**src/pcfg_consts.svh**
```systemverilog
// Constants for the power-up strap configuration capture block
`ifndef PCFG_CONSTS_SVH
`define PCFG_CONSTS_SVH
// Strap bus width and field positions
`define PCFG_STRAP_W        24
`define PCFG_POWERUP_STATUS_BITS_HI        23
`define PCFG_POWERUP_STATUS_BITS_LO        20
`define PCFG_CLASS_BIT      19
`define PCFG_PCI_ARB_BIT    18
`define PCFG_CPU_ARB_BIT    17
`define PCFG_BASE_HI        16
`define PCFG_BASE_LO        15
`define PCFG_RATIO_HI       14
`define PCFG_RATIO_LO       12
`define PCFG_P0W_HI         11
`define PCFG_P0W_LO         10
`define PCFG_P0_BOOT_BIT    9
`define PCFG_P1W_HI         8
`define PCFG_P1W_LO         7
`define PCFG_P1_BOOT_BIT    6
`define PCFG_P2W_HI         5
`define PCFG_P2W_LO         4
`define PCFG_P2_BOOT_BIT    3
`define PCFG_P3W_HI         2
`define PCFG_P3W_LO         1
`define PCFG_P3_BOOT_BIT    0
// Register group base address for strap code 00
`define PCFG_BASE_CODE0     2'h0
`define PCFG_BASE_ADDR0     32'hfeff0000
// Top boot address range
`define PCFG_BOOT_LO        32'hfff00000
`define PCFG_BOOT_HI        32'hffffffff
// Width codes
`define PCFG_P0_W16_CODE    2'h1
`define PCFG_P1_W16MUX_CODE 2'h3
// Settle countdown start value; capture lands on the fifth edge after reset release
`define PCFG_SETTLE_CYC     4'h3
// Register bus offsets
`define PCFG_REG_STATUS     8'h00
`define PCFG_REG_CONFIG     8'h04
`define PCFG_REG_BOOT       8'h08
`define PCFG_REG_BASE       8'h0c
`define PCFG_REG_RAW        8'h10
`endif

```
**src/pcfg_pkg.sv**
```systemverilog
// Types for the power-up strap configuration capture block
package pcfg_pkg;
  // Clock ratio selection decoded from the straps
  typedef enum logic [2:0] {
    PCFG_RATIO_RSV0 = 3'h0,
    PCFG_RATIO_3_2  = 3'h1,
    PCFG_RATIO_2_1  = 3'h2,
    PCFG_RATIO_5_2  = 3'h3,
    PCFG_RATIO_1_1  = 3'h4,
    PCFG_RATIO_RSV5 = 3'h5,
    PCFG_RATIO_3_1  = 3'h6,
    PCFG_RATIO_RSV7 = 3'h7
  } pcfg_ratio_t;

  // Capture sequence, Gray coded
  typedef enum logic [1:0] {
    PCFG_ST_SYNC   = 2'h0,
    PCFG_ST_SETTLE = 2'h1,
    PCFG_ST_LOCKED = 2'h3
  } pcfg_state_t;

  // Settings derived from the straps
  typedef struct packed {
    logic [3:0]  powerup_status_bits;
    logic        class_code_field;
    logic        pci_arb_en;
    logic        cpu_arb_en;
    logic [31:0] base_addr;
    logic        base_valid;
    pcfg_ratio_t ratio;
    logic        ratio_valid;
    logic [1:0]  port0_width_field;
    logic        port0_w16;
    logic [1:0]  port1_width_field;
    logic        port1_w16_mux;
    logic [1:0]  port2_width_field;
    logic [1:0]  port3_width_field;
    logic [3:0]  boot_en;
    logic [1:0]  boot_sel;
    logic        boot_valid;
  } pcfg_cfg_t;

  // All state of the capture block
  typedef struct packed {
    logic [23:0] sync1;
    logic [23:0] sync2;
    logic [23:0] raw;
    pcfg_state_t state;
    logic [3:0]  cnt;
    logic        locked;
    pcfg_cfg_t   cfg;
    logic [31:0] rdata;
  } pcfg_regs_t;
endpackage : pcfg_pkg

```
**src/pcfg_strap_loader.sv**
```systemverilog
// Power-up strap capture with decoded configuration outputs and register port
//
// How it works
// - Each strap bus pin level is one configuration bit, sampled at power-up reset.
// - Straps 23..20 become software readable power-up status bits 3..0.
// - Strap 19 picks class code: 0 bridge device, 1 message controller.
// - Strap 18 at 0 keeps the internal PCI arbiter disabled.
// - Strap 17 at 1 enables the internal processor-bus arbiter.
// - Straps 16..15 at 00 put the register group at feff0000.
// - Straps 14..12 select clock ratio; 000, 101 and 111 are reserved.
// - Straps 11..10 at 01 give port 0 a 16-bit data width.
// - Strap 9 enables or disables port 0 as reset-vector source.
// - Straps 8..7 at 11 give port 1 16-bit multiplexed legacy mode.
// - Port 1 is boot source only if strap 6 set and port 0 disabled.
// - Strap 3 at 0 excludes port 2 as reset-vector source.
// - Top boot range maps to port 0 first, else port 1.
//
// Our own choices: the register addresses and strobed register access.
`timescale 1ns/1ps
`include "pcfg_consts.svh"

module pcfg_strap_loader
  import pcfg_pkg::*;
#(
  parameter int STRAP_W = `PCFG_STRAP_W
) (
  // Clock and power-up reset
  input  wire logic              i_ref_clk,
  input  wire logic              i_resetn,
  // Strap pins on the multiplexed port bus
  input  wire logic [STRAP_W-1:0] i_config_strap_bus,
  // Register port
  input  wire logic [7:0]        i_addr,
  input  wire logic [31:0]       i_wdata,
  input  wire logic              i_wr,
  input  wire logic              i_rd,
  output logic [31:0]            o_rdata,
  // Decoded configuration
  output logic                   o_cfg_valid,
  output logic [3:0]             o_powerup_status_bits,
  output logic                   o_class_code_field,
  output logic                   o_pci_arb_en,
  output logic                   o_cpu_arb_en,
  output logic [31:0]            o_bridge_register_group_base,
  output logic                   o_base_valid,
  output pcfg_ratio_t            o_clk_ratio,
  output logic                   o_clk_ratio_valid,
  output logic [1:0]             o_port0_width_field,
  output logic                   o_port0_w16,
  output logic [1:0]             o_port1_width_field,
  output logic                   o_port1_w16_mux,
  output logic [1:0]             o_port2_width_field,
  output logic [1:0]             o_port3_width_field,
  output logic [3:0]             o_boot_en,
  output logic [1:0]             o_boot_sel,
  output logic                   o_boot_valid
);

  pcfg_regs_t r;
  pcfg_regs_t next_r;

  // Ratio codes that name a legal ratio
  function automatic logic ratio_ok(input logic [2:0] code);
    case (code)
      3'h1, 3'h2, 3'h3, 3'h4, 3'h6: ratio_ok = 1'b1;
      default:                      ratio_ok = 1'b0;
    endcase
  endfunction : ratio_ok

  // Decode a captured strap word into settings
  function automatic pcfg_cfg_t decode(input logic [23:0] s);
    pcfg_cfg_t c;
    c = '0;
    c.powerup_status_bits = s[`PCFG_POWERUP_STATUS_BITS_HI:`PCFG_POWERUP_STATUS_BITS_LO];
    c.class_code_field    = s[`PCFG_CLASS_BIT];
    c.pci_arb_en          = s[`PCFG_PCI_ARB_BIT];
    c.cpu_arb_en          = s[`PCFG_CPU_ARB_BIT];
    // Only code 00 has a known base; others flag invalid
    c.base_valid = (s[`PCFG_BASE_HI:`PCFG_BASE_LO] == `PCFG_BASE_CODE0);
    c.base_addr  = c.base_valid ? `PCFG_BASE_ADDR0 : 32'h0;
    c.ratio       = pcfg_ratio_t'(s[`PCFG_RATIO_HI:`PCFG_RATIO_LO]);
    c.ratio_valid = ratio_ok(s[`PCFG_RATIO_HI:`PCFG_RATIO_LO]);
    c.port0_width_field = s[`PCFG_P0W_HI:`PCFG_P0W_LO];
    c.port0_w16 = (c.port0_width_field == `PCFG_P0_W16_CODE);
    c.port1_width_field = s[`PCFG_P1W_HI:`PCFG_P1W_LO];
    c.port1_w16_mux = (c.port1_width_field == `PCFG_P1_W16MUX_CODE);
    c.port2_width_field = s[`PCFG_P2W_HI:`PCFG_P2W_LO];
    c.port3_width_field = s[`PCFG_P3W_HI:`PCFG_P3W_LO];
    c.boot_en[0] = s[`PCFG_P0_BOOT_BIT];
    c.boot_en[1] = s[`PCFG_P1_BOOT_BIT] & ~s[`PCFG_P0_BOOT_BIT];
    c.boot_en[2] = s[`PCFG_P2_BOOT_BIT];
    c.boot_en[3] = s[`PCFG_P3_BOOT_BIT];
    // Port 0 wins the top range; port 1 only when port 0 is off
    if (c.boot_en[0]) begin
      c.boot_sel   = 2'h0;
      c.boot_valid = 1'b1;
    end else if (c.boot_en[1]) begin
      c.boot_sel   = 2'h1;
      c.boot_valid = 1'b1;
    end else begin
      c.boot_sel   = 2'h0;
      c.boot_valid = 1'b0;
    end
    return c;
  endfunction : decode

  // Next-state logic: synchronise, settle, capture once, serve reads
  always_comb begin
    next_r       = r;
    next_r.sync1 = i_config_strap_bus[23:0];
    next_r.sync2 = r.sync1;
    next_r.rdata = 32'h0;
    case (r.state)
      PCFG_ST_SYNC: begin
        // Wait for the synchroniser to fill with real pin levels
        next_r.cnt   = `PCFG_SETTLE_CYC;
        next_r.state = PCFG_ST_SETTLE;
      end
      PCFG_ST_SETTLE: begin
        if (r.cnt == 4'h0) begin
          next_r.raw    = r.sync2;
          next_r.cfg    = decode(r.sync2);
          next_r.locked = 1'b1;
          next_r.state  = PCFG_ST_LOCKED;
        end else begin
          next_r.cnt = r.cnt - 4'h1;
        end
      end
      PCFG_ST_LOCKED: begin
        // Pins are ignored from here until the next power-up reset
        next_r.state = PCFG_ST_LOCKED;
      end
      default: begin
        next_r.state = PCFG_ST_SYNC;
      end
    endcase
    // Register reads; writes have no target since every setting is strapped
    if (i_rd) begin
      case (i_addr)
        8'(`PCFG_REG_STATUS): next_r.rdata = {27'h0, r.locked, r.cfg.powerup_status_bits};
        8'(`PCFG_REG_CONFIG): next_r.rdata = {17'h0, r.cfg.port3_width_field,
                                              r.cfg.port2_width_field, r.cfg.port1_width_field,
                                              r.cfg.port0_width_field, r.cfg.ratio_valid,
                                              r.cfg.ratio, r.cfg.cpu_arb_en, r.cfg.pci_arb_en,
                                              r.cfg.class_code_field};
        8'(`PCFG_REG_BOOT):   next_r.rdata = {25'h0, r.cfg.boot_valid, r.cfg.boot_sel,
                                              r.cfg.boot_en};
        8'(`PCFG_REG_BASE):   next_r.rdata = r.cfg.base_addr;
        8'(`PCFG_REG_RAW):    next_r.rdata = {8'h0, r.raw};
        default:              next_r.rdata = 32'h0;
      endcase
    end
  end

  // State register; async reset loads constants only
  always_ff @(posedge i_ref_clk or negedge i_resetn) begin
    if (!i_resetn) begin
      r <= '0;
    end else begin
      r <= next_r;
    end
  end

  // Outputs straight from flip-flops
  assign o_rdata                      = r.rdata;
  assign o_cfg_valid                  = r.locked;
  assign o_powerup_status_bits        = r.cfg.powerup_status_bits;
  assign o_class_code_field           = r.cfg.class_code_field;
  assign o_pci_arb_en                 = r.cfg.pci_arb_en;
  assign o_cpu_arb_en                 = r.cfg.cpu_arb_en;
  assign o_bridge_register_group_base = r.cfg.base_addr;
  assign o_base_valid                 = r.cfg.base_valid;
  assign o_clk_ratio                  = r.cfg.ratio;
  assign o_clk_ratio_valid            = r.cfg.ratio_valid;
  assign o_port0_width_field          = r.cfg.port0_width_field;
  assign o_port0_w16                  = r.cfg.port0_w16;
  assign o_port1_width_field          = r.cfg.port1_width_field;
  assign o_port1_w16_mux              = r.cfg.port1_w16_mux;
  assign o_port2_width_field          = r.cfg.port2_width_field;
  assign o_port3_width_field          = r.cfg.port3_width_field;
  assign o_boot_en                    = r.cfg.boot_en;
  assign o_boot_sel                   = r.cfg.boot_sel;
  assign o_boot_valid                 = r.cfg.boot_valid;

endmodule : pcfg_strap_loader

```
**config.mk**
```make
export PLATFORM = sky130hd
export DESIGN_NAME = pcfg_strap_loader
export DESIGN_NICKNAME = d
export VERILOG_FILES = /design/src/pcfg_pkg.sv /design/src/pcfg_strap_loader.sv
export VERILOG_INCLUDE_DIRS = /design/src
export SDC_FILE = /design/constraint.sdc
export NUM_CORES = 1
export LEC_CHECK = 0
export BUFFER_PORTS_ARGS = -buffer_cell sky130_fd_sc_hd__buf_2
export CAP_MARGIN = 20
export CORE_MARGIN = 5
export CORE_UTILIZATION = 40
export DETAILED_ROUTE_END_ITERATION = 12
export PLACE_DENSITY_LB_ADDON = 0.15
export SLEW_MARGIN = 25
export SYNTH_ARGS = -nofsm -noshare
export SYNTH_HDL_FRONTEND = slang
export SYNTH_SLANG_ARGS = --single-unit
```
**constraint.sdc**
```tcl
create_clock -name i_ref_clk -period 2.65 [get_ports i_ref_clk]
set_input_delay 0.265 -clock i_ref_clk [delete_from_list [all_inputs] [get_ports i_ref_clk]]
set_output_delay 0.265 -clock i_ref_clk [all_outputs]
set_load 0.005 [all_outputs]
```
# ---- Word level (Yosys, flattened, before mapping)
# Index checks and enable logic that the tools add are counted.
dict set report totals {
  regBits 172
  inputBits 68
  output_inout_bits 94
}
dict set report op_classes {
  addsub 1
  eq_ne 15
  n_mux 10
  bitwise_logic 2
  n_reduce_logical 8
}
# op n
set ops {}
lappend ops {{32-bit one-hot mux with 5 select lines} 1}
lappend ops {{32-bit two-way mux} 2}
lappend ops {{8-bit by 4-bit equality test with 1-bit output, second input constant} 2}
lappend ops {{8-bit by 3-bit equality test with 1-bit output, second input constant} 1}
lappend ops {{8-bit by 5-bit equality test with 1-bit output, second input constant} 1}
lappend ops {{8-bit zero test} 1}
lappend ops {{4-bit one-hot mux with 2 select lines} 1}
lappend ops {{3-bit by 2-bit equality test with 1-bit output, second input constant} 2}
lappend ops {{3-bit equality test, second input constant} 2}
lappend ops {{2-bit two-way mux} 3}
lappend ops {{2-bit one-hot mux with 3 select lines} 1}
lappend ops {{5-bit OR reduction} 1}
lappend ops {{2-bit by 1-bit equality test with 1-bit output, second input constant} 2}
lappend ops {{2-bit equality test, second input constant} 2}
lappend ops {{2-bit zero test} 2}
lappend ops {{4-bit zero test} 1}
lappend ops {{4-bit two-way mux} 1}
lappend ops {{2-bit inequality test, second input constant} 2}
lappend ops {{2-bit AND reduction} 2}
lappend ops {{4-bit by 1-bit subtractor with 4-bit output, second input constant} 1}
lappend ops {{3-bit by 1-bit equality test with 1-bit output, second input constant} 1}
lappend ops {{2-bit nonzero test} 1}
lappend ops {{1-bit AND} 1}
lappend ops {{1-bit two-way mux} 1}
lappend ops {{1-bit inverter} 1}

# ---- Depth between registers and ports, before layout
# Gate-level depths: netlist of run 1.
dict set report depth {
  word_depth 4
  depth_mapped 6
  depth_no_buf 5
}

# ---- Least setup slack after synthesis of run 1
# OpenSTA, ideal clock, no wires.
dict set report synth_timing {
  kind {register to register}
  start {reg r[94] (netlist bit)}
  end {reg r, in the netlist o_boot_en[1]}
  setup_ps 125
  t_arrival_ps 1462
  slack_ps 1063
  path_stages_with_launch 7
  n_path_buf 1
  synth_period_minus_slack_ps 1587
  path_cell_list {dfrtp_1 -> inv_1 -> ha_1 -> nor3b_2 -> nand3_2 -> buf_2 -> mux2_2}
}
dict set report synth_between {
  elab_chain_cells 2
}
# element line_no
set synth_lines {}
lappend synth_lines {{start, declared} pcfg_strap_loader.sv:59} ;# pcfg_regs_t r;
lappend synth_lines {{start signal, assigned} pcfg_strap_loader.sv:160} ;# r <= next_r;
lappend synth_lines {{4-bit zero test} pcfg_strap_loader.sv:120} ;# if (r.cnt == 4'h0) begin
lappend synth_lines {{2-bit AND reduction (no source line)} n/a}
# No other way between the ends.
# A chain may end at the register's enable or synchronous reset.

# ---- Worst setup path after layout of run 1
dict set report layout_timing {
  start {reg r[94] (netlist bit)}
  end {reg r[115] (netlist bit)}
}
# Same word-level chain as after synthesis.

==> results of run 1 <==
path summary, 6_finish.rpt:
check / from / slack [ps] / endpoint
worst min-delay path: i_config_strap_bus[5] / 20 / next_r[129]$_DFF_PN0_
worst min register to register: next_r[134]$_DFF_PN0_ / 350 / r[134]$_DFF_PN0_
worst max-delay path: r[94]$_DFFE_PN0P_ / 790 / r[115]$_DFFE_PN0P_
min in group asynchronous: i_resetn / 500 / r[95]$_DFFE_PN0P_
worst max register to register: r[94]$_DFFE_PN0P_ / 790 / r[115]$_DFFE_PN0P_
max in group asynchronous: i_resetn / 1410 / o_rdata[7]$_DFF_PN0_
logic make-up (layout without fill, tap and decap cells):
group | after synthesis | count (layout)
AOI/OAI and AO/OA | 36 | 36
adders and majority gates | 1 | 1
buffers and inverters | 105 | 145
DFF | 110 | 110
muxes | 36 | 36
other | 1 | 19
and+or+nand+nor | 74 | 74
through the flow:
stage                 util  cell area, µm²  worst slack [ps]
floorplan                -            4731              1063
global placement    0.4201            4797             799.0
detailed placement  0.4201            4797             773.7
CTS                 0.4500            5139             764.8
global route        0.4527            5169             677.7
finish              0.4527            5169             789.5
routing by layer:
metal | global-route usage | up-vias | wire, µm
met3 | 0.05142 | 12 | 761
li1 | - | 1238 | -
met2 | 0.2058 | 99 | 4028
met4 | 0.05376 | 0 | 162
met5 | 0 | - | 0
met1 | 0.1764 | 1289 | 4028
power by group:
part | switching (W) | internal [W] | total, W
combinational | 0.0000997 | 0.0000862 | 0.000186
sequential | 0.0000405 | 0.00174 | 0.00178
clock | 0.000573 | 0.000735 | 0.00131
total | 0.000713 | 0.00256 | 0.00327
sequential cells by signal (all words and copies together), names as in the netlist:
name,count
r,54
next_r,24
o_clk_ratio_valid,1
o_boot_valid,1
o_boot_en,1
o_bridge_register_group_base,1
o_port0_w16,1
o_cfg_valid,1
o_port1_w16_mux,1
o_rdata,25
layout make-up:
type / instances / share of cell area
clock inverters: 5 / 0.01138
flip-flops and latches: 110 / 0.5326
well taps: 143 / 0.03462
multi-input cells: 166 / 0.2394
inverters: 6 / 0.004357
repair buffers: 123 / 0.1327
clock buffers: 11 / 0.04503
cells in the mapped netlist, types with 3 or more instances:
cell type	n
inv_1	6
buf_4	88
o211ai_1	6
and3b_1	8
nand3_2	3
dfrtp_1	110
a21oi_1	14
clkbuf_1	3
nor3_1	4
nand3_1	31
nor2_1	6
nand2_1	3
mux2_2	34
buf_2	6
and3b_2	3
nor2b_1	5
a21oi_2	10
worst register-to-register path, cell delays in order, from the launching register on:
cell,delay (ps)
dfrtp_1,390
inv_1,70
ha_1,230
nor3b_2,190
nand3_2,70
buf_4,370
mux2_2,420
timing repair:
action / CTS / global route
setup endpoints to repair: 0 / 0
setup buffers: 0 / 0
hold buffers: 5 / 3
hold endpoints to repair: 56 / 3
==> out/metrics.yaml, run 1 <==
synthArstFlopShare: 1.000
die_height_um: 118.0
hold_viol: 0
synth_flop_cell: "dfrtp_1"
final_cell_mix: "dfrtp_1, buf_2, mux2_2, nand3_1, conb_1"
die_w_um: 118.0
grt_usage: 0.1359
status: "completed"
antenna_found_initial: 0
hold_path.class: "primary input to register"
synth_fa_ha_area_frac: 0.002683
drt-total-wl_mm: 8.980
syn_inst: 363
ys_seq_elements: 110
reg2reg_depth: 6
slowest_stage: "dfrtp_1"
clock-root-buffer: "clkbuf_16"
path_depth: 6
fin_skew_ps: 5.858
period_share: 0.7021
muxShareOfSynthArea: 0.08640
synth.area.top_cells: "dfrtp_1, buf_4, mux2_2, nand3_1, a21oi_2"
drc: 0
syn_area_um2: 4663
whs_path_depth: 1
fillers: 1048
yosysUniqueCellTypes: 35
synth_edf_count: 0
tightest_slew_ps: 707.0
die-area_um2: 13920
critPathMaxStageDelay_ps: 390
slew_headroom: 0.5287
regArea_um2: 2753
ys_warn_count: 0
drtIter0Drc: 76
ir_drop_v: 0.0004236
critPathKind: "register to register"
port_buffers: 109
p_leak_nw: 2.469
cts_tree: "done"
multi_input_area_um2: 1237
synth_compound_area_frac: 0.05259
dp_hpwl_mm: 6.273
cts_max_level: 3
maxCapViolCount: 0
placedCellCount: 540
path_cells: "inv_1 -> ha_1 -> nor3b_2 -> nand3_2 -> buf_4 -> mux2_2"
synth_top_area_frac: 0.5903
core_area_um2: 11420
cts_resized: 0
rsz0062_at_grt: "no"
vias_per_cell: 4.677
yosysTopAreaCell: "dfrtp_1"
worst_hold_slack_ps: 24.21
path_max_fanout: 31
top_level_ports: 162
final_nets: 485
synth_xor_xnor_area_share: 0
tns_ps: 0
power_density_nw_per_um2: 633.2
drtAntennaViolNets: 0
grt-ovfl-total: 0
start_util: 0.4084
clock-sinks: 110
globalplace.congestion: 0.7192
crit_path_start_kind: "register"
critPathTopFamily: "buffers and inverters"
drt_first_pass_iters: 4
cp_num_buf_inv: 2
layout_min_cycle_time_ps: 1861
clockBufferDepth: 2
layout_commonest_cell: "dfrtp_1"
synth_top_family_by_area: "buffers and inverters"
finalNonFillerCells: 564
cp_data_required_time_ps: 2880
num_rows: 39
area_growth_pct: 10.84
grt_pass1_vias: 2675
routedWlPerCell_um: 15.92
syn_avg_cell_area_um2: 12.85
drv_slew: 0
grt_pass1_wl_mm: 14.84
antenna-diode-count: 0
finalSetupViolations: 0
grt_max_degree: 55
synthSimpleGateAreaFrac: 0.1084
route.vias.total: 2638
end_kind: "register"
synth.yosys.seq_area_share: 0.5903
drive_above_1_share: 0.4394
cts_made_buffers: 9
cp.arrival_ps: 2090
cts.reportedPaths.clkPinSlew_ps: 70
insertion_delay_ps: 340
finalPower_w: 0.003273
timing.fmax_ghz: 0.5375
Power figures use the tool's default switching activity.
==> run 2, diff against run 1 <==
==> constraint.sdc (replaced) <==
create_clock -name i_ref_clk -period 1.7 [get_ports i_ref_clk]
set_input_delay 0.17 -clock i_ref_clk [delete_from_list [all_inputs] [get_ports i_ref_clk]]
set_output_delay 0.17 -clock i_ref_clk [all_outputs]
set_load 0.005 [all_outputs]
==> run 2 against run 1 <==
  * Flip-flop and latch count is the same
  * Final cell count grew 4.3%
  * Critical path depth is the same
  * Register-to-register slack got worse by 700 ps
  * Global-route usage is 0.070 points higher
  * Die area is the same
  * Via count up 2.1%
  * First-iteration DRC count increased by 26%
  * Setup slack got worse by 700 ps
  * Count of clock-buffer cells in the layout rose by 1
  * Largest cell class unchanged
  * Largest power group unchanged
==> out/metrics.yaml, run 2 (synthesized netlist as in run 1, its figures left out) <==
whs_path_depth: 3  # was 1
grt_pass1_vias: 2891  # was 2675
reg2reg_depth: 6  # unchanged
clock-root-buffer: "clkbuf_16"  # unchanged
cts_tree: "done"  # unchanged
hold_path.class: "primary input to register"  # unchanged
critPathKind: "register to register"  # unchanged
grt_pass1_wl_mm: 15.10  # was 14.84 mm
status: "completed"  # unchanged
area_growth_pct: 16.15  # was 10.84%
top_level_ports: 162  # unchanged
r2r_slack_ps: 90  # was 790 ps
p_clk_frac: 0.379  # was 0.400
drt-total-wl_mm: 8.992  # was 8.980 mm
multi_input_area_um2: 1246  # was 1237 µm²
p_leak_nw: 2.585  # was 2.469 nW
r2r_end: "r[122]$_DFFE_PN0P_"  # was r[115]$_DFFE_PN0P_
tightest_slew_ps: 505.6  # was 707.0 ps
layout_commonest_cell: "dfrtp_1"  # unchanged
fin_skew_ps: 9.734  # was 5.858 ps
routedWlPerCell_um: 15.29  # was 15.92 µm
drive_above_1_share: 0.4337  # was 0.4394
grt_usage: 0.1366  # was 0.1359
final_cell_mix: "dfrtp_1, buf_2, mux2_2, nand3_1, dlygate4sd3_1"  # was dfrtp_1, buf_2, mux2_2, nand3_1, conb_1
hold_viol: 0  # unchanged
regArea_um2: 2753  # unchanged
largest_register_ffs: 54  # unchanged
clockBufferDepth: 2  # unchanged
layout_min_cycle_time_ps: 1612  # was 1861 ps
cts.reportedPaths.clkPinSlew_ps: 70  # about the same
clock-sinks: 110  # unchanged
insertion_delay_ps: 350  # was 340 ps
hp-start: "i_rd"  # was i_config_strap_bus[5]
drc: 0  # unchanged
end_kind: "register"  # unchanged
port_buffers: 109  # unchanged
fillers: 1044  # was 1048
start_util: 0.4084  # unchanged
globalplace.congestion: 0.7679  # was 0.7192
die_height_um: 118.0  # unchanged
power_density_nw_per_um2: 924.2  # was 633.2 nW/µm²
core_area_um2: 11420  # unchanged
antenna-diode-count: 0  # unchanged
route.vias.total: 2694  # was 2638
maxCapViolCount: 0  # unchanged
crit_path_start_kind: "register"  # unchanged
switchingPower_w: 0.001101  # was 0.0007132 W
finalSetupViolations: 0  # unchanged
die-area_um2: 13920  # unchanged
drtAntennaViolNets: 0  # unchanged
period_share: 0.9483  # was 0.7021
r2r_start: "r[95]$_DFFE_PN0P_"  # was r[94]$_DFFE_PN0P_
p_sw_frac: 0.2200  # was 0.2179
drt_first_pass_iters: 4  # unchanged
vias_per_cell: 4.582  # was 4.677
cp_data_required_time_ps: 1930  # was 2880 ps
regMostFlops: "r"  # unchanged
dp_hpwl_mm: 6.398  # was 6.273 mm
timing.fmax_ghz: 0.6203  # was 0.5375 GHz
cts_made_buffers: 9  # unchanged
num_rows: 39  # unchanged
tns_ps: 0  # unchanged
drtIter0Drc: 96  # was 76
utilization: 0.4744  # was 0.4527
cp.arrival_ps: 1850  # was 2090 ps
p_comb_frac: 0.066  # was 0.057
grt-ovfl-total: 0  # unchanged
drv_slew: 0  # unchanged
final_nets: 510  # was 485
path_max_fanout: 19  # was 31
p_int_w: 0.003905  # was 0.002560 W
cp-startpoint: "r[95]$_DFFE_PN0P_"  # was r[94]$_DFFE_PN0P_
slew_headroom: 0.6615  # was 0.5287
cts_max_level: 3  # unchanged
grt_max_degree: 42  # was 55
pwr-share-seq: 0.555  # was 0.544
ir_drop_v: 0.0004352  # was 0.0004236 V
hold-path-endpoint: "o_rdata[30]$_DFF_PN0_"  # was next_r[129]$_DFF_PN0_
die_w_um: 118.0  # unchanged
antenna_found_initial: 0  # unchanged
## run 2: changes by cell type in the layout (fill, tap and decap cells not counted), moves of 2 or more
cell           delta
buf_12            +2
buf_6             +2
buf_4             +4
dlygate4sd3_1    +17
## run 2: power by group through the flow
stage / Clock [W] / Combinational (W) / Sequential, W
2_1_floorplan: 0 / 0.000198 / 0.00280
4_1_cts: 0.00197 / 0.000335 / 0.00278
3_3_place_gp: 0 / 0.000285 / 0.00283
5_1_grt: 0.00207 / 0.000371 / 0.00279
6_report: 0.00190 / 0.000329 / 0.00278
3_5_place_dp: 0 / 0.000290 / 0.00283
## run 2: how the worst max path moves through the flow
stage / to / slack [ps] / cells after the start
6_report: r[122]$_DFFE_PN0P_ / 90 / 6
5_1_grt: r[122]$_DFFE_PN0P_ / -5 / 6
4_1_cts: o_clk_ratio_valid$_DFFE_PN0P_ / 8 / 6
3_5_place_dp: o_clk_ratio_valid$_DFFE_PN0P_ / 10 / 6
3_3_place_gp: r[122]$_DFFE_PN0P_ / 60 / 6
2_1_floorplan: o_boot_en[1]$_DFFE_PN0P_ / 110 / 6
## run 2: critical path, cell delays in order (launching register included)
cell,delay (ps)
dfrtp_1,400
inv_1,80
ha_2,200
nor3b_4,210
nand3_2,120
buf_6,200
mux2_2,280
## run 2: timing repair
item | 4_1_cts | 5_1_grt
gates resized for setup | 0 | 4
setup buffers | 0 | 1
hold buffers | 25 | 0
endpoints found under the setup margin | 0 | 28
hold endpoints to repair | 60 | 0
## run 2: layout make-up
type	count	area share
multi-input cells	166	0.2301
clock inverters	3	0.003927
clock buffers	12	0.04551
inverters	6	0.004158
well taps	143	0.03303
flip-flops and latches	110	0.5082
repair buffers	148	0.1751
## run 2: metrics by stage
step	power (W)	setup WS, ps	hold slack, ps	cell area [µm²]	cells
finish	0.005006	87.93	60.26	5416	588
global route	0.005235	-4.658	64.66	5416	588
CTS	0.005083	7.661	49.02	5393	587
detailed placement	0.003120	11.54	171.5	4875	547
global placement	0.003110	55.02	168.7	4875	547
floorplan	0.003000	112.9	-125.6	4731	381
## run 2: metal layers
metal  global-route usage  share of wire  wire [µm]
met2               0.2062           0.45       4067
met4              0.05806          0.018        158
met5                    0              0          0
met1               0.1803           0.45       4053
met3              0.04517          0.079        712
==> run 3, diff against run 2 <==
--- a/config.mk
+++ b/config.mk
@@ -8,8 +8,8 @@
 export LEC_CHECK = 0
 export BUFFER_PORTS_ARGS = -buffer_cell sky130_fd_sc_hd__buf_2
 export CAP_MARGIN = 20
-export CORE_MARGIN = 5
-export CORE_UTILIZATION = 40
+export CORE_MARGIN = 8
+export CORE_UTILIZATION = 45
 export DETAILED_ROUTE_END_ITERATION = 12
 export PLACE_DENSITY_LB_ADDON = 0.15
 export SLEW_MARGIN = 25
==> run 3 against run 2 <==
  * The flow now finishes with violations (setup timing)
  * Highest routed layer unchanged
  * Critical endpoint unchanged
  * Final cell count rose by 0.85%
  * Via count is 3.0% higher
  * First-iteration DRC count up 5.2%
  * Largest power group unchanged
==> out/metrics.yaml, run 3 (synthesized netlist as in run 1, its figures left out) <==
fillers: 872  # was 1044
cts_tree: "done"  # unchanged
start_util: 0.4579  # was 0.4084
grt-ovfl-total: 0  # unchanged
drtAntennaViolNets: 0  # unchanged
fin_skew_ps: 6.634  # was 9.734 ps
slowest_stage: "dfrtp_1"  # unchanged
clockBufferDepth: 2  # unchanged
cts.reportedPaths.clkPinSlew_ps: 100  # was 70 ps
p_leak_nw: 2.633  # was 2.585 nW
maxCapViolCount: 0  # unchanged
path_max_fanout: 6  # was 19
layout_commonest_cell: "dfrtp_1"  # unchanged
r2r_slack_ps: -40  # was 90 ps
crit_path_start_kind: "register"  # unchanged
regArea_um2: 2753  # unchanged
cts_made_buffers: 9  # unchanged
dp_hpwl_mm: 6.630  # was 6.398 mm
routedWlPerCell_um: 16.13  # was 15.29 µm
layout_min_cycle_time_ps: 1737  # was 1612 ps
regMostFlops: "r"  # unchanged
multi_input_area_um2: 1264  # was 1246 µm²
drt_first_pass_iters: 4  # unchanged
period_share: 1.022  # was 0.9483
route.vias.total: 2774  # was 2694
die_w_um: 117.8  # was 118.0 µm
pre_cts_slack_ps: 0.9504  # was 11.54 ps
worst_hold_slack_ps: 41.57  # was 60.26 ps
rsz0062_at_grt: "yes"
grt_pass1_wl_mm: 15.10  # about the same
p_int_w: 0.003451  # was 0.003905 W
status: "finished with violations"  # was completed
switchingPower_w: 0.001075  # was 0.001101 W
p_comb_frac: 0.073  # was 0.066
die-area_um2: 13880  # was 13920 µm²
grt_pass1_vias: 2856  # was 2891
final_nets: 521  # was 510
drv_slew: 0  # unchanged
critPathMaxStageDelay_ps: 420  # was 400 ps
path_cells: "inv_2 -> ha_4 -> nor3b_4 -> nand3_4 -> clkbuf_16 -> mux2_2"  # was inv_1 -> ha_2 -> nor3b_4 -> nand3_2 -> buf_6 -> mux2_2
power_density_nw_per_um2: 826.3  # was 924.2 nW/µm²
drive_above_1_share: 0.4551  # was 0.4337
cp.arrival_ps: 1990  # was 1850 ps
p_clk_frac: 0.314  # was 0.379
insertion_delay_ps: 360  # was 350 ps
hp-start: "i_rd"  # unchanged
finalSetupViolations: 28  # was 0
antenna-diode-count: 0  # unchanged
hold_path.class: "primary input to register"  # unchanged
reg2reg_depth: 6  # unchanged
ir_drop_v: 0.0004796  # was 0.0004352 V
r2r_end: "r[122]$_DFFE_PN0P_"  # unchanged
antenna_found_initial: 0  # unchanged
end_kind: "register"  # unchanged
port_buffers: 109  # unchanged
utilization: 0.5377  # was 0.4744
critPathKind: "register to register"  # unchanged
drc: 0  # unchanged
grt_usage: 0.1360  # was 0.1366
drtIter0Drc: 101  # was 96
globalplace.congestion: 0.7262  # was 0.7679
drt-total-wl_mm: 9.564  # was 8.992 mm
top_level_ports: 162  # unchanged
r2r_start: "r[95]$_DFFE_PN0P_"  # unchanged
whs_path_depth: 3  # unchanged
largest_register_ffs: 54  # unchanged
violations: "setup timing"
area_growth_pct: 17.44  # was 16.15%
grt_max_degree: 42  # unchanged
pwr-share-seq: 0.613  # was 0.555
num_rows: 37  # was 39
die_height_um: 117.8  # was 118.0 µm
vias_per_cell: 4.678  # was 4.582
p_sw_frac: 0.2375  # was 0.2200
cts_max_level: 3  # unchanged
final_cell_mix: "dfrtp_1, buf_2, mux2_2, nand3_1, dlygate4sd3_1"  # unchanged
clock-root-buffer: "clkbuf_8"  # was clkbuf_16
timing.fmax_ghz: 0.5756  # was 0.6203 GHz
hold-path-endpoint: "o_rdata[30]$_DFF_PN0_"  # unchanged
core_area_um2: 10180  # was 11420 µm²
hold_viol: 0  # unchanged
cp_data_required_time_ps: 1950  # was 1930 ps
timing.final.ws_setup_ps: -37.20  # was 87.93 ps
clock-sinks: 110  # unchanged
-- run 3: metal layers --
metal | track usage | share of wire | wire length, µm
met1 | 0.1727 | 0.45 | 4334
met2 | 0.2029 | 0.46 | 4446
met3 | 0.05707 | 0.072 | 692
met4 | 0.05044 | 0.0095 | 91
met5 | 0 | 0 | 0
-- run 3: worst max path at each step --
stage,startpoint,end,slack [ps],depth (start not counted)
after global placement,r[94]$_DFFE_PN0P_,r[107]$_DFFE_PN0P_,40,6
after detailed placement,r[94]$_DFFE_PN0P_,r[117]$_DFFE_PN0P_,1,6
after CTS,r[94]$_DFFE_PN0P_,r[106]$_DFFE_PN0P_,10,6
after global routing,r[95]$_DFFE_PN0P_,r[112]$_DFFE_PN0P_,-90,6
final,r[95]$_DFFE_PN0P_,r[122]$_DFFE_PN0P_,-40,6
after floorplan,r[94]$_DFFE_PN0P_,o_boot_en[1]$_DFFE_PN0P_,110,6
-- run 3: timing repair --
item                                    4_1_cts  5_1_grt
hold buffers                                 25        0
gates cloned                                  0        4
gates resized for setup                       1       11
endpoints found under the setup margin       17       29
setup buffers                                 0        7
endpoints found under the hold margin        49        0
pin swaps                                     0        1
-- run 3: power groups by stage --
stage,Clock [W],Combinational [W],Sequential [W]
finish,0.00142,0.000330,0.00277
floorplan,0,0.000198,0.00280
global placement,0,0.000285,0.00282
detailed placement,0,0.000290,0.00283
global route,0.00160,0.000370,0.00279
CTS,0.00147,0.000335,0.00278
-- run 3: cell type report --
| cell class | instances | area share |
|---|---|---|
| Tap cell | 136 | 0.03107 |
| Sequential cell | 110 | 0.5026 |
| Timing Repair Buffer | 159 | 0.1995 |
| Clock buffer | 11 | 0.02582 |
| Clock inverter | 5 | 0.006169 |
| Multi-Input combinational cell | 166 | 0.2308 |
| Inverter | 6 | 0.004112 |
-- run 3: stage by stage --
stage | area (µm²) | power (W) | setup TNS [ps] | std cells
floorplan | 4731 | 0.003000 | 0 | 381
global placement | 4861 | 0.003109 | 0 | 541
detailed placement | 4861 | 0.003118 | 0 | 541
CTS | 5290 | 0.004580 | 0 | 582
global route | 5477 | 0.004755 | -2055 | 593
finish | 5477 | 0.004525 | -653.7 | 593
-- run 3: worst max-delay path, delay by kind of cell, from the launching register on --
family / cells / cell delay (ps)
DFF: 1 / 420
buffers and inverters: 2 / 330
and+or+nand+nor: 2 / 480
adders and majority gates: 1 / 140
muxes: 1 / 260
